File: config.mk
export PLATFORM = sky130hd
export DESIGN_NAME = srfi_top
export DESIGN_NICKNAME = d
export VERILOG_FILES = /design/src/rtl/srfi_pkg.sv /design/src/rtl/srfi_top.sv
export SDC_FILE = /design/constraint.sdc
export NUM_CORES = 1
export LEC_CHECK = 0
export ABC_AREA = 1
export BUFFER_PORTS_ARGS = -buffer_cell sky130_fd_sc_hd__buf_2
export CORE_ASPECT_RATIO = 2
export CORE_UTILIZATION = 25
export CTS_CLUSTER_DIAMETER = 120
export DETAILED_ROUTE_END_ITERATION = 10
export GPL_ROUTABILITY_DRIVEN = 1
export PLACE_DENSITY = 0.47
export SLEW_MARGIN = 20
export SYNTH_ARGS = -nofsm -noshare
export SYNTH_HDL_FRONTEND = slang
export SYNTH_SLANG_ARGS = --single-unit
File: constraint.sdc
create_clock -name mclk_in -period 2.3 [get_ports mclk_in]
set_input_delay 0.345 -clock mclk_in [delete_from_list [all_inputs] [get_ports mclk_in]]
set_output_delay 0.345 -clock mclk_in [all_outputs]
set_load 0.005 [all_outputs]
File: src/rtl/srfi_pkg.sv
/*
 Constants and types for the safety relay fault indicator block.
 Assumes a single 25 MHz clock and a synchronous active-high reset.
*/
// Overview of operation
// RULE1 - Link output self-test failure faults the device with five red flashes.
// RULE2 - Only the solid-state variant tests its output pair; failure gives six flashes.
// RULE3 - Output-test faults latch until power is cycled.
// RULE4 - Switch change while running: keep running, green plus two flashes until restored.
// RULE5 - Power-up mismatch with stored setting: flash twice, no run; match runs green.
// RULE6 - Late jumper check happens only on output energization.
// RULE7 - Late jumper shows green plus three flashes, clears when removed.
// RULE8 - Non-retriggerable input re-on before expiry flags fault; clears on cycle or expiry.
// RULE9 - Old firmware maps late jumper to mismatch indication; new firmware ignores it.
// RULE10 - No or incomplete stored configuration stays in config mode, single flashes.
// RULE11 - Bursts repeat with a longer dark pause between bursts than between flashes.
package srfi_pkg;

  localparam int CLK_HZ        = 25_000_000;
  localparam int FLASH_ON_MS   = 200;
  localparam int FLASH_OFF_MS  = 200;
  localparam int BURST_GAP_MS  = 1200;
  localparam int FLASH_ON_CYC  = (CLK_HZ / 1000) * FLASH_ON_MS;
  localparam int FLASH_OFF_CYC = (CLK_HZ / 1000) * FLASH_OFF_MS;
  localparam int BURST_GAP_CYC = (CLK_HZ / 1000) * BURST_GAP_MS;

  localparam logic [2:0] FLASH_CFG     = 3'h1;
  localparam logic [2:0] FLASH_SWITCH  = 3'h2;
  localparam logic [2:0] FLASH_JUMPER  = 3'h3;
  localparam logic [2:0] FLASH_RETRIG  = 3'h4;
  localparam logic [2:0] FLASH_LINK    = 3'h5;
  localparam logic [2:0] FLASH_PAIR    = 3'h6;

  typedef enum logic [1:0] {SRFI_CHECK, SRFI_CONFIG, SRFI_RUN, SRFI_HALT} srfi_mode_t;
  typedef enum logic [1:0] {SRFI_IDLE, SRFI_ON, SRFI_OFF, SRFI_GAP} srfi_blink_t;

endpackage

File: src/rtl/srfi_top.sv
/*
 Fault supervision and indicator encoding for a configurable safety relay.
 Assumes all inputs synchronous to mclk_in; srst_in stands in for power-on.
*/
`timescale 1ns/1ps
module srfi_top
  import srfi_pkg::*;
#(
  parameter int SW_W      = 8,
  parameter int ON_CYC    = FLASH_ON_CYC,
  parameter int OFF_CYC   = FLASH_OFF_CYC,
  parameter int GAP_CYC   = BURST_GAP_CYC
) (
  // Clock and reset
  input  wire logic            mclk_in,
  input  wire logic            srst_in,
  // Configuration sources
  input  wire logic [SW_W-1:0] switch_in,
  input  wire logic [SW_W-1:0] stored_cfg_in,
  input  wire logic            cfg_valid_in,
  input  wire logic            solid_state_variant_in,
  input  wire logic            fw_late_rev_in,
  // Output test results, one-cycle pulses
  input  wire logic            link_test_fail_in,
  input  wire logic            pair_test_fail_in,
  // Expansion module
  input  wire logic            jumper_bridged_in,
  input  wire logic            output_energize_in,
  input  wire logic            nonretrig_mode_in,
  input  wire logic            logic_in,
  input  wire logic            timer_running_in,
  // Indicator and status
  output logic                 green_out,
  output logic                 red_out,
  output logic                 run_out,
  output logic                 latched_fault_out
);

  srfi_mode_t       mode_ff, nxt_mode;
  srfi_blink_t      blink_ff, nxt_blink;
  logic [SW_W-1:0]  sw_ref_ff;
  logic [2:0]       link_pair_ff;     // [0] link, [1] pair
  logic             jumper_ff, retrig_ff, logic_d_ff, energ_d_ff, armed_ff;
  logic [31:0]      tmr_ff, nxt_tmr;
  logic [2:0]       cnt_ff, nxt_cnt;
  logic             green_ff, red_ff, run_ff, latch_ff;

  // Event decode
  // Only meaningful once running; the reference is still empty while checking
  wire sw_moved     = (mode_ff == SRFI_RUN) & (switch_in != sw_ref_ff);
  wire energ_rise   = output_energize_in & ~energ_d_ff;
  wire logic_rise   = logic_in & ~logic_d_ff;
  wire link_fail    = link_test_fail_in;                                // [RULE1]
  wire pair_fail    = pair_test_fail_in & solid_state_variant_in;      // [RULE2]
  wire late_jump_sw = jumper_ff & ~fw_late_rev_in;                      // [RULE9]

  // Burst selection: halting faults first, then green-with-red warnings
  wire [2:0] code =
      (mode_ff == SRFI_CONFIG)        ? FLASH_CFG    :                 // [RULE10]
      link_pair_ff[1]                 ? FLASH_PAIR   :
      link_pair_ff[0]                 ? FLASH_LINK   :
      (mode_ff == SRFI_HALT)          ? FLASH_SWITCH :                 // [RULE5]
      (sw_moved | late_jump_sw)       ? FLASH_SWITCH :                 // [RULE4]
      jumper_ff                       ? FLASH_JUMPER :                 // [RULE7]
      retrig_ff                       ? FLASH_RETRIG : 3'h0;           // [RULE8]
  wire green_on = (mode_ff == SRFI_RUN) & ~(|link_pair_ff);

  // Mode sequencing after power-up
  always_comb begin
    nxt_mode = mode_ff;
    unique case (mode_ff)
      SRFI_CHECK: begin
        if (!cfg_valid_in) begin
          nxt_mode = SRFI_CONFIG;                                      // [RULE10]
        end else if (switch_in != stored_cfg_in) begin
          nxt_mode = SRFI_HALT;                                        // [RULE5]
        end else begin
          nxt_mode = SRFI_RUN;
        end
      end
      SRFI_CONFIG: nxt_mode = SRFI_CONFIG;
      SRFI_RUN:    nxt_mode = SRFI_RUN;
      SRFI_HALT:   nxt_mode = SRFI_HALT;
    endcase
  end

  // Blink sequencer; long gap separates bursts
  always_comb begin
    nxt_blink = blink_ff;
    nxt_tmr   = tmr_ff - 32'h1;
    nxt_cnt   = cnt_ff;
    unique case (blink_ff)
      SRFI_IDLE: begin
        nxt_tmr = 32'h0;
        if (code != 3'h0) begin
          nxt_blink = SRFI_ON;
          nxt_tmr   = 32'(ON_CYC - 1);
          nxt_cnt   = code - 3'h1;
        end
      end
      SRFI_ON: begin
        if (tmr_ff == 32'h0) begin
          nxt_blink = (cnt_ff == 3'h0) ? SRFI_GAP : SRFI_OFF;
          nxt_tmr   = (cnt_ff == 3'h0) ? 32'(GAP_CYC - 1) : 32'(OFF_CYC - 1); // [RULE11]
        end
      end
      SRFI_OFF: begin
        if (tmr_ff == 32'h0) begin
          nxt_blink = SRFI_ON;
          nxt_tmr   = 32'(ON_CYC - 1);
          nxt_cnt   = cnt_ff - 3'h1;
        end
      end
      SRFI_GAP: begin
        if (tmr_ff == 32'h0) begin
          nxt_blink = SRFI_IDLE;                                       // [RULE11]
        end
      end
    endcase
  end

  // State and outputs
  always_ff @(posedge mclk_in) begin
    if (srst_in) begin
      mode_ff      <= SRFI_CHECK;
      blink_ff     <= SRFI_IDLE;
      tmr_ff       <= 32'h0;
      cnt_ff       <= 3'h0;
      sw_ref_ff    <= {SW_W{1'b0}};
      link_pair_ff <= 3'h0;
      jumper_ff    <= 1'b0;
      retrig_ff    <= 1'b0;
      logic_d_ff   <= 1'b0;
      energ_d_ff   <= 1'b0;
      armed_ff     <= 1'b0;
      green_ff     <= 1'b0;
      red_ff       <= 1'b0;
      run_ff       <= 1'b0;
      latch_ff     <= 1'b0;
    end else begin
      mode_ff      <= nxt_mode;
      blink_ff     <= nxt_blink;
      tmr_ff       <= nxt_tmr;
      cnt_ff       <= nxt_cnt;
      // Power-up switch setting is the reference for later changes
      if (mode_ff == SRFI_CHECK) begin
        sw_ref_ff <= switch_in;                                       // [RULE4]
      end
      // Only reset (power cycle) clears these
      link_pair_ff <= link_pair_ff | {1'b0, pair_fail, link_fail};   // [RULE3]
      energ_d_ff   <= output_energize_in;
      logic_d_ff   <= logic_in;
      if (energ_rise) begin
        jumper_ff <= jumper_bridged_in;                               // [RULE6]
      end else if (!jumper_bridged_in) begin
        jumper_ff <= 1'b0;                                            // [RULE7]
      end
      // Armed while a non-retriggerable timing cycle runs
      armed_ff <= timer_running_in & nonretrig_mode_in;
      if (logic_rise && armed_ff && !retrig_ff) begin
        retrig_ff <= 1'b1;                                            // [RULE8]
      end else if (retrig_ff && (logic_rise || !timer_running_in)) begin
        retrig_ff <= 1'b0;                                            // [RULE8]
      end
      green_ff <= green_on;
      red_ff   <= (nxt_blink == SRFI_ON);
      run_ff   <= (nxt_mode == SRFI_RUN) & ~(|link_pair_ff) & ~link_fail & ~pair_fail;
      latch_ff <= |link_pair_ff;
    end
  end

  assign green_out         = green_ff;
  assign red_out           = red_ff;
  assign run_out           = run_ff;
  assign latched_fault_out = latch_ff;

  // Checks
  a_link_fault_latch: assert property (@(posedge mclk_in) disable iff (srst_in)
    link_test_fail_in |=> ##2 latched_fault_out [*8]) // [RULE3]
    else $error("link fault did not latch");
  a_pair_gate_variant: assert property (@(posedge mclk_in) disable iff (srst_in)
    (pair_test_fail_in && !solid_state_variant_in && !latched_fault_out && !link_test_fail_in)
      |=> !link_pair_ff[1]) // [RULE2]
    else $error("pair fault taken on wrong variant");
  a_fault_stops_run: assert property (@(posedge mclk_in) disable iff (srst_in)
    link_test_fail_in |=> !run_out) // [RULE1]
    else $error("device ran with link fault");
  a_mismatch_halts: assert property (@(posedge mclk_in) disable iff (srst_in)
    (mode_ff == SRFI_CHECK && cfg_valid_in && switch_in != stored_cfg_in) |=> ##1 !run_out [*4]) // [RULE5]
    else $error("ran despite mismatch");
  a_config_no_green: assert property (@(posedge mclk_in) disable iff (srst_in)
    (mode_ff == SRFI_CONFIG) |=> !green_out) // [RULE10]
    else $error("green in config mode");
  a_jumper_on_energize: assert property (@(posedge mclk_in) disable iff (srst_in)
    (!jumper_ff && !energ_rise) |=> !jumper_ff) // [RULE6]
    else $error("jumper fault without energization");
  a_jumper_clears: assert property (@(posedge mclk_in) disable iff (srst_in)
    (jumper_ff && !jumper_bridged_in && !energ_rise) |=> !jumper_ff) // [RULE7]
    else $error("jumper fault did not clear");
  a_retrig_clears: assert property (@(posedge mclk_in) disable iff (srst_in)
    (retrig_ff && !timer_running_in) |=> !retrig_ff) // [RULE8]
    else $error("retrigger fault held past expiry");
  a_gap_dark: assert property (@(posedge mclk_in) disable iff (srst_in)
    $rose(blink_ff == SRFI_GAP) |-> !red_out [*8]) // [RULE11]
    else $error("red lit during burst gap");
  a_switch_keeps_run: assert property (@(posedge mclk_in) disable iff (srst_in)
    (mode_ff == SRFI_RUN && sw_moved && !(|link_pair_ff) && !link_fail && !pair_fail)
      |=> run_out && green_out) // [RULE4]
    else $error("switch change stopped operation");
  a_late_rev_ignore: assert property (@(posedge mclk_in) disable iff (srst_in)
    (fw_late_rev_in && !sw_moved && mode_ff == SRFI_RUN && !(|link_pair_ff) && jumper_ff)
      |-> code == FLASH_JUMPER) // [RULE9]
    else $error("late revision showed mismatch for jumper");
  a_early_rev_map: assert property (@(posedge mclk_in) disable iff (srst_in)
    (!fw_late_rev_in && mode_ff == SRFI_RUN && !(|link_pair_ff) && jumper_ff)
      |-> code == FLASH_SWITCH) // [RULE9]
    else $error("early revision did not show mismatch for jumper");
  a_config_code: assert property (@(posedge mclk_in) disable iff (srst_in)
    (mode_ff == SRFI_CONFIG) |-> code == FLASH_CFG) // [RULE10]
    else $error("config mode not shown as single flash");
  a_halt_no_run: assert property (@(posedge mclk_in) disable iff (srst_in)
    (mode_ff == SRFI_HALT) |=> !run_out && !green_out) // [RULE5]
    else $error("halted device ran or showed green");

endmodule

# --- Yosys cells after proc, flatten, opt, wreduce, memory -nomap -nowiden ---
# Index checks and enable logic that the tools add are counted.
totals:
  regBits: 59
  in_bits: 28
  output_inout_bits: 4
  word_cells: 92
op_classes:
  n_addsub: 3
  eq_ne: 13
  n_mux: 28
  bitwise: 18
  n_reduce_logical: 15
op_table:
  columns: ["op", "count"]
  rows:
  - ["32-bit one-hot mux with 3 select lines", 1]
  - ["32-bit two-way mux", 2]
  - ["32-bit zero test", 1]
  - ["32-bit by 1-bit subtractor with 32-bit output, second input constant", 1]
  - ["3-bit two-way mux", 9]
  - ["25-bit two-way mux", 1]
  - ["23-bit two-way mux", 1]
  - ["8-bit inequality test", 2]
  - ["2-bit one-hot mux with 4 select lines", 2]
  - ["1-bit AND", 10]
  - ["2-bit == test, second input constant", 5]
  - ["2-bit two-way mux", 5]
  - ["2-bit by 1-bit == test with 1-bit output, second input constant", 3]
  - ["1-bit two-way mux", 6]
  - ["1-bit NOT", 6]
  - ["3-bit one-hot mux with 2 select lines", 1]
  - ["3-bit by 1-bit subtractor with 3-bit output, second input constant", 2]
  - ["2-bit zero test", 2]
  - ["2-bit inequality test, second input constant", 2]
  - ["2-bit nonzero test", 2]
  - ["1-bit logical AND", 3]
  - ["3-bit zero test", 1]
  - ["3-bit by 2-bit bitwise OR with 3-bit output", 1]
  - ["3-bit AND reduction", 1]
  - ["6 further kinds", 7]

# --- Longest topological paths before layout ---
# Gate-level depths: netlist of the first run.
logic_depth:
  ltp_word: 12
  ltp_mapped: 20
  ltp_nobuf: 20

# --- Worst setup path before layout of the first run ---
# OpenSTA, ideal clock, no wires.
synth_timing:
  path_kind: "input to register"
  from: "input switch_in[1]"
  to: "register cnt_ff[2]"
  arrival_ps: 1628
  required_time_ps: 2187
  slack_ps: 559
  cell_stages: 20
  path_cell_list: "inv_1 > nand2_1 > nand2_1 > nand2_1 > nor2_1 > nand2_1 > nand2_1 > nand2_1 > nand2_1 > nand2_1 > nand2_1 > nand2_1 > nand2_1 > inv_1 > ha_1 > nand3b_1 > nand2_1 > nand2_1 > nand2_1 > nor2_1"
synth_between:
  elab_chain_len: 11
synth_lines:
  columns: ["item", "line", "text"]
  rows:
  - ["from (decl)", "srfi_top.sv:18", "input wire logic [SW_W-1:0] switch_in,"]
  - ["8-bit inequality test (*)", "srfi_top.sv:50", "wire sw_moved = (mode_ff == SRFI_RUN) & (switch_in != sw_ref_ff);"]
  - ["1-bit AND (*)", "srfi_top.sv:50", null]
  - ["1-bit bitwise OR (*)", "srfi_top.sv:63", "(sw_moved | late_jump_sw) ? FLASH_SWITCH :"]
  - ["3-bit two-way mux (*)", "srfi_top.sv:63", null]
  - ["3-bit two-way mux (*)", "srfi_top.sv:62", "(mode_ff == SRFI_HALT) ? FLASH_SWITCH :"]
  - ["3-bit two-way mux (*)", "srfi_top.sv:61", "link_pair_ff[0] ? FLASH_LINK :"]
  - ["3-bit two-way mux (*)", "srfi_top.sv:60", "link_pair_ff[1] ? FLASH_PAIR :"]
  - ["3-bit two-way mux (*)", "srfi_top.sv:59", "(mode_ff == SRFI_CONFIG) ? FLASH_CFG :"]
  - ["3-bit by 1-bit subtractor with 3-bit output / 3-bit nonzero test (equally long branches)", "srfi_top.sv:98, srfi_top.sv:95", null]
  - ["3-bit two-way mux / 2-bit inequality test (equally long branches)", null, null]
  - ["3-bit one-hot mux with 2 select lines / 3-bit AND reduction (equally long branches)", null, null]
  - ["to (signal assigned)", "srfi_top.sv:144", "cnt_ff <= nxt_cnt;"]
  - ["to (decl)", "srfi_top.sv:45", "logic [2:0] cnt_ff, nxt_cnt;"]
# Mark *: on every way between the ends. The rest lies on a longest branch, timed or not. The select of a mux whose other input is x is not followed.
# A chain may end at the register's enable or synchronous reset.

# --- Final worst setup path of the first run ---
layout_timing:
  from: "register tmr_ff[0]"
  to: "register tmr_ff[24]"
layout_between:
  elab_chain_len: 3
layout_lines:
  columns: ["item", "line", "text"]
  rows:
  - ["from (decl)", "srfi_top.sv:44", "logic [31:0] tmr_ff, nxt_tmr;"]
  - ["from (signal assigned)", "srfi_top.sv:143", "tmr_ff <= nxt_tmr;"]
  - ["32-bit by 1-bit subtractor with 32-bit output / 32-bit zero test (equally long branches)", "srfi_top.sv:90, srfi_top.sv:102, srfi_top.sv:108", null]
  - ["32-bit two-way mux (on tied branches)", "srfi_top.sv:108, srfi_top.sv:102", null]
  - ["32-bit one-hot mux with 3 select lines (*)", "srfi_top.sv:92", "unique case (blink_ff)"]
# Mark *: on every way between the ends. The rest lies on a longest branch, timed or not.

==> results of run 1 <==
[power groups by stage]
stage               clock network, mW  registers, mW  logic (mW)
finish                           1.35           1.16       0.529
global route                     1.44           1.17       0.601
CTS                              1.40           1.16       0.538
detailed placement                  0           1.18       0.535
global placement                    0           1.18       0.528
floorplan                           0           1.16       0.407
[layout make-up]
cell class	instances	area, sq um	share of cell area, %
inverter	48	182.7	4.828
sequential	58	1161	30.69
tap	147	183.9	4.861
clock buffer	10	239.0	6.316
multi-input combinational	313	1758	46.46
clock inverter	6	66.31	1.753
timing repair buffer	36	192.7	5.093
[routing by layer]
layer | vias to the layer above | wire [microns]
li1 | 1420 | -
met3 | 11 | 209
met2 | 44 | 4646
met4 | 0 | 155
met5 | - | 0
met1 | 1266 | 2686
[worst paths after layout]
| kind | slack, ns | cells past startpoint | end | from |
|---|---|---|---|---|
| min | 0.23 | 3 | energ_d_ff | output_energize_in |
| min reg2reg | 0.47 | 2 | retrig_ff | armed_ff |
| max | 0.39 | 8 | tmr_ff[24] | tmr_ff[0] |
| max reg2reg | 0.39 | 8 | tmr_ff[24] | tmr_ff[0] |
[flip-flops by register name, summed over array words and instances (netlist names), 2 cells and up]
register / flops
blink_ff: 2
sw_ref_ff: 8
link_pair_ff: 2
tmr_ff: 32
mode_ff: 2
cnt_ff: 3
[synth_stat cells (2+ instances only)]
cell	count
a21oi_1	24
a31oi_1	3
nor4_1	2
dfxtp_1	58
xnor2_1	13
nor3_1	5
nor3b_1	2
clkbuf_1	4
nand2_2	7
ha_1	3
nor2_4	6
xor2_1	18
nor2_8	2
nor2_1	92
o21ai_0	13
nor2_2	9
o22ai_1	2
nand3_1	11
nand4_1	3
nand2_1	72
inv_1	46
nor3_2	5
nand2_4	6
[worst max-delay path: cells and delay by family, from the launching register on]
family / cells / cell delay, ns
adders and majority gates: 1 / 0.18
buffers and inverters: 1 / 0.13
AOI/OAI and AO/OA: 2 / 0.48
and+or+nand+nor: 4 / 0.65
DFF: 1 / 0.33
[kinds of logic after synthesis]
group / after synthesis / synth area share [%]
and+or+nand+nor: 230 / 37.06
DFF: 58 / 37.06
buffers and inverters: 54 / 6.829
AOI/OAI and AO/OA: 49 / 9.185
xor gates and xnor gates: 31 / 8.666
adders and majority gates: 3 / 1.198
==> impl_metrics.env, run 1 <==
export IMPL_relSlewSlack_pct=72.64
export IMPL_final_area_sq_um=3784
export IMPL_combinationalPowerShare_pct=17.4
export IMPL_cts_buffers=9
export IMPL_cp_cell_sequence="inv_1, ha_1, nor3b_1, nand3_1, nor2_4, nor2_1, o31ai_4, a21oi_1"
export IMPL_yosysTopAreaCellShare_pct=37.06
export IMPL_drtIter0Drc=74
export IMPL_power_share_clock_pct=44.3
export IMPL_final_common_cell="nor2_1"
export IMPL_cts_tree="built"
export IMPL_dp_slack_ns=0.2316
export IMPL_grt_pass1_vias=2823
export IMPL_synth_edf_count=0
export IMPL_drt_antenna_violating_nets=0
export IMPL_final_setup_tns_ns=0
export IMPL_fin_crit_ns=1.912
export IMPL_synth_top_flop_cell="dfxtp_1"
export IMPL_grt_pass1_wl_mm=13.03
export IMPL_clock_sinks=58
export IMPL_grt_antenna_before_repair=0
export IMPL_via_count=2741
export IMPL_dieArea_sq_um=13010
export IMPL_gp_congestion=0.7613
export IMPL_power_frac_seq_pct=38.2
export IMPL_grt_usage_pct=13.34
export IMPL_power_total_mw=3.033
export IMPL_syn_avg_cell_area_sq_um=7.372
export IMPL_synthesis_nets=456
export IMPL_ios=32
export IMPL_cts_max_level=3
export IMPL_final_cell_mix="nor2_1, nand2_1, dfxtp_1"
export IMPL_portBuffers=31
export IMPL_fin_ws_ns=0.3876
export IMPL_die_w_microns=81.16
export IMPL_clock_latency_ns=0.33
export IMPL_p_sw_share_pct=29.00
export IMPL_fmax_mhz=522.9
export IMPL_slew_violations=0
export IMPL_crit_path_max_fanout=5
export IMPL_crit_type="flip-flop to flip-flop"
export IMPL_worst_setup_path_start_kind="flip-flop"
export IMPL_dp_cells=602
export IMPL_async_flop_share_pct=0
export IMPL_grt_use_met3_pct=3.125
export IMPL_clk_pin_slew_ns=0.05
export IMPL_grt_max_degree=18
export IMPL_skew_ns=0.006149
export IMPL_nFillCells=1315
export IMPL_start_util_pct=25.69
export IMPL_hold_path_class="input pin to flip-flop"
export IMPL_intPower_mw=2.154
export IMPL_dr_pass1_iters=7
export IMPL_synth_seq_cells=58
export IMPL_drcViolationCount=2
export IMPL_ctsHoldBuffers=0
export IMPL_mappedNetlistArea_sq_um=3133
export IMPL_final_net_count=497
export IMPL_rsz0062_at_grt="false"
export IMPL_design_core_area_sq_um=12200
export IMPL_cts_buffer_depth=2
export IMPL_grtUsageMet2_pct=26.01
export IMPL_wl_per_cell_microns=12.45
export IMPL_p_switching_uw=879.6
export IMPL_worstSetupEndpointType="flip-flop"
export IMPL_synth_area_leaders="dfxtp_1, nor2_1, nand2_1"
export IMPL_postSynthCellCount=425
export IMPL_tightest_slew_ns=0.4066
export IMPL_ys_seq_area_share_pct=37.06
export IMPL_synth_largest_area_cell="dfxtp_1"
export IMPL_finalHoldViolCount=0
export IMPL_fin_crit_sh_pct=83.15
export IMPL_required_ns=2.50
export IMPL_area_growth_synth_to_final_pct=20.77
export IMPL_post_cts_buffers=0
export IMPL_max_vdd_ir_drop_mv=0.3228
export IMPL_dp_hpwl_mm=6.098
export IMPL_via_per_inst=4.435
export IMPL_cts_root_buffer="clkbuf_16"
export IMPL_placed_area_sq_um=3478
export IMPL_p_per_area_nw_per_um2=801.7
export IMPL_synth_cell_types=42
export IMPL_antenna_cells=0
export IMPL_grt_ovfl_total=0
export IMPL_setup_viol_count_final=0
export IMPL_cp_slowest_cell="o31ai_4"
export IMPL_p_leak_nw=1.698
export IMPL_maxCapViolations=0
export IMPL_status="complete, but fails checks"
export IMPL_failed_checks="DRC"
export IMPL_max_stage_delay_ns=0.41
export IMPL_gr_usage_met1_pct=12.26
export IMPL_final_layout_size_suffix_gt1_share_pct=20.81
export IMPL_wl_mm=7.696
export IMPL_final_util_pct=31.02
export IMPL_die_h_microns=160.3
export IMPL_synth_warnings=0
export IMPL_cp_arrival_ns=2.11
export IMPL_post_cts_resized=0
export IMPL_hold_slack_ns=0.2269
export IMPL_fin_cells=618
export IMPL_top_usage_layer="met2"
export IMPL_rows=57
No activity file was read; power rests on OpenSTA's default activity.
==> run 2: changes to the inputs <==
==> constraint.sdc (replaced) <==
create_clock -name mclk_in -period 1.8 [get_ports mclk_in]
set_input_delay 0.27 -clock mclk_in [delete_from_list [all_inputs] [get_ports mclk_in]]
set_output_delay 0.27 -clock mclk_in [all_outputs]
set_load 0.005 [all_outputs]
==> run 2 against run 1 <==
  * The run ends with setup timing left
  * Utilization increased by 6.6 points
  * Clock skew about the same
  * Critical path depth increased by 5
  * Wire length increased by 10%
  * Critical endpoint is now tmr_ff[25]
  * Largest power group unchanged
==> impl_metrics.env, run 2 (synthesis gave the netlist of run 1 again) <==
export IMPL_status="complete, but fails checks"
export IMPL_failed_checks="setup timing"
export IMPL_cts_root_buffer="clkbuf_16"
export IMPL_setup_viol_count_final=2
export IMPL_cp_arrival_ns=2.05
export IMPL_path_delay_family="simple AND/OR/NAND/NOR gates"
export IMPL_die_h_microns=160.3
export IMPL_skew_ns=0.006488
export IMPL_clock_sinks=58
export IMPL_r2r_end="tmr_ff[25]"
export IMPL_tightest_slew_ns=0.5698
export IMPL_wl_met3_microns=191
export IMPL_die_w_microns=81.16
export IMPL_largest_reg_flops=32
export IMPL_relSlewSlack_pct=61.97
export IMPL_dieArea_sq_um=13010
export IMPL_antenna_cells=0
export IMPL_worstHoldStart="output_energize_in"
export IMPL_worstSetupEndpointType="flip-flop"
export IMPL_cts_buffer_depth=2
export IMPL_holdPathStages=3
export IMPL_drt_antenna_violating_nets=0
export IMPL_wl_per_cell_microns=12.59
export IMPL_grt_antenna_before_repair=0
export IMPL_slew_violations=0
export IMPL_rr_worst_depth=13
export IMPL_max_stage_delay_ns=0.37
export IMPL_crit_buf_inv=1
export IMPL_cts_buffers=9
export IMPL_rsz0062_at_grt="true"
export IMPL_final_common_cell="nor2_1"
export IMPL_area_growth_synth_to_final_pct=46.45
export IMPL_r2r_start="tmr_ff[2]"
export IMPL_finalHoldViolCount=0
export IMPL_grt_pass1_vias=3071
export IMPL_power_total_mw=4.500
export IMPL_maxCapViolations=0
export IMPL_top_regs="tmr_ff: 32 flops, sw_ref_ff: 8 flops, cnt_ff: 3 flops"
export IMPL_crit_type="flip-flop to flip-flop"
export IMPL_clock_latency_ns=0.33
export IMPL_gp_congestion=0.7834
export IMPL_p_leak_nw=2.044
export IMPL_fin_crit_ns=1.837
export IMPL_grt_max_degree=17
export IMPL_grt_usage_pct=14.36
export IMPL_dp_slack_ns=-0.1698
export IMPL_crit_path_max_fanout=4
export IMPL_required_ns=2.01
export IMPL_hold_end="energ_d_ff"
export IMPL_cp_slowest_cell="dfxtp_1"
export IMPL_dr_wl_met2_mm=5.190
export IMPL_hold_path_class="input pin to flip-flop"
export IMPL_final_layout_size_suffix_gt1_share_pct=40.53
export IMPL_via_count=3007
export IMPL_worst_setup_path_start_kind="flip-flop"
export IMPL_via_per_inst=4.455
export IMPL_portBuffers=31
export IMPL_ctsHoldBuffers=0
export IMPL_grt_pass1_wl_mm=13.95
export IMPL_wl_mm=8.501
export IMPL_dp_hpwl_mm=6.512
export IMPL_top_register="tmr_ff"
export IMPL_wl_met1_mm=2.857
export IMPL_fmax_mhz=544.3
export IMPL_grt_ovfl_total=0
export IMPL_cts_tree="built"
export IMPL_clk_pin_slew_ns=0.05
export IMPL_fin_crit_sh_pct=102.1
export IMPL_dr_pass1_iters=4
export IMPL_final_net_count=554
export IMPL_drtIter0Drc=60
export IMPL_rows=57
export IMPL_cts_max_level=3
export IMPL_regToRegSetupSlack_ns=-0.04
export IMPL_ios=32
export IMPL_final_cell_mix="nor2_1, nand2_1, buf_4"
export IMPL_cp_common_cell="nand2_4"
export IMPL_max_vdd_ir_drop_mv=0.5680
export IMPL_top_layer_used="met4"
export IMPL_start_util_pct=25.69
export IMPL_drcViolationCount=0
export IMPL_fin_ws_ns=-0.03715
export IMPL_p_per_area_nw_per_um2=980.7
export IMPL_design_core_area_sq_um=12200
export IMPL_cp_cell_sequence="nor2_2, nand2_2, nor2_2, nand2_2, inv_2, nand2_4, nor2_4, nand2_4, nor2_8, nand2_4, nor2_4, and3_4, nor3_2"
[run 2: cell count changes in the layout (fill, tap and decap cells not counted), moves of 4 or more]
cell     change
nor2_4       +9
nor2_2       +5
nand3_1      -4
nor2_1      -14
nand2_2     +10
buf_4       +51
dfxtp_1     -13
buf_6        +5
dfxtp_2     +12
inv_1        -4
nand2_1     -14
[run 2: per-stage QoR]
stage / util [%] / area [sq um] / TNS, ns / hold WS, ns / instances
6_report: 37.62 / 4588 / -0.07067 / 0.1567 / 675
5_1_grt: 37.62 / 4588 / -2.856 / 0.1629 / 675
4_1_cts: 35.12 / 4283 / -0.07063 / 0.1457 / 669
3_5_place_dp: 31.46 / 3836 / -1.331 / 0.4604 / 648
3_3_place_gp: 31.46 / 3836 / -1.257 / 0.4738 / 648
2_1_floorplan: - / 3133 / 0 / 0.3838 / 425
[run 2: power breakdown]
group          switching (mW)  internal (mW)
clock network           0.603           1.43
logic                   0.530          0.446
registers              0.0993           1.39
[run 2: area by class of cell]
class / instances / area [sq um]
clock buffers: 12 / 256.5
clock inverters: 4 / 97.59
inverters: 48 / 185.2
repair buffers: 93 / 651.9
multi-input cells: 313 / 2033
flip-flops and latches: 58 / 1180
fillers: 1260 / 7607
well taps: 147 / 183.9
[run 2: worst reg2reg max path, cell delays in order (launching register included)]
cell and delay, ns:
dfxtp_1 0.37, nor2_2 0.12, nand2_2 0.07, nor2_2 0.11, nand2_2 0.08, inv_2 0.08
nand2_4 0.06, nor2_4 0.13, nand2_4 0.09, nor2_8 0.13, nand2_4 0.09, nor2_4 0.17
and3_4 0.20, nor3_2 0.04
[run 2: how the worst max path moves through the flow]
| stage | slack, ns | cells after the start | startpoint | end |
|---|---|---|---|---|
| floorplan | 0.13 | 20 | switch_in[1] | cnt_ff[2] |
| detailed placement | -0.17 | 21 | switch_in[1] | cnt_ff[2] |
| global placement | -0.15 | 21 | switch_in[1] | cnt_ff[2] |
| CTS | -0.04 | 18 | sw_ref_ff[5] | cnt_ff[2] |
| finish | -0.04 | 13 | tmr_ff[2] | tmr_ff[25] |
| global route | -0.23 | 19 | sw_ref_ff[4] | cnt_ff[2] |
[run 2: what timing repair did]
| item | 4_1_cts | 5_1_grt |
|---|---|---|
| endpoints found under the setup margin | 22 | 37 |
| buffers inserted | 5 | 8 |
| pin swaps | 14 | 44 |
| gates resized for setup | 20 | 70 |
[run 2: per-layer routing]
layer / track usage, % / up-vias
met5: 0 / -
met4: 7.143 / 0
met3: 2.670 / 15
met2: 28.72 / 52
met1: 12.71 / 1401
li1: - / 1539
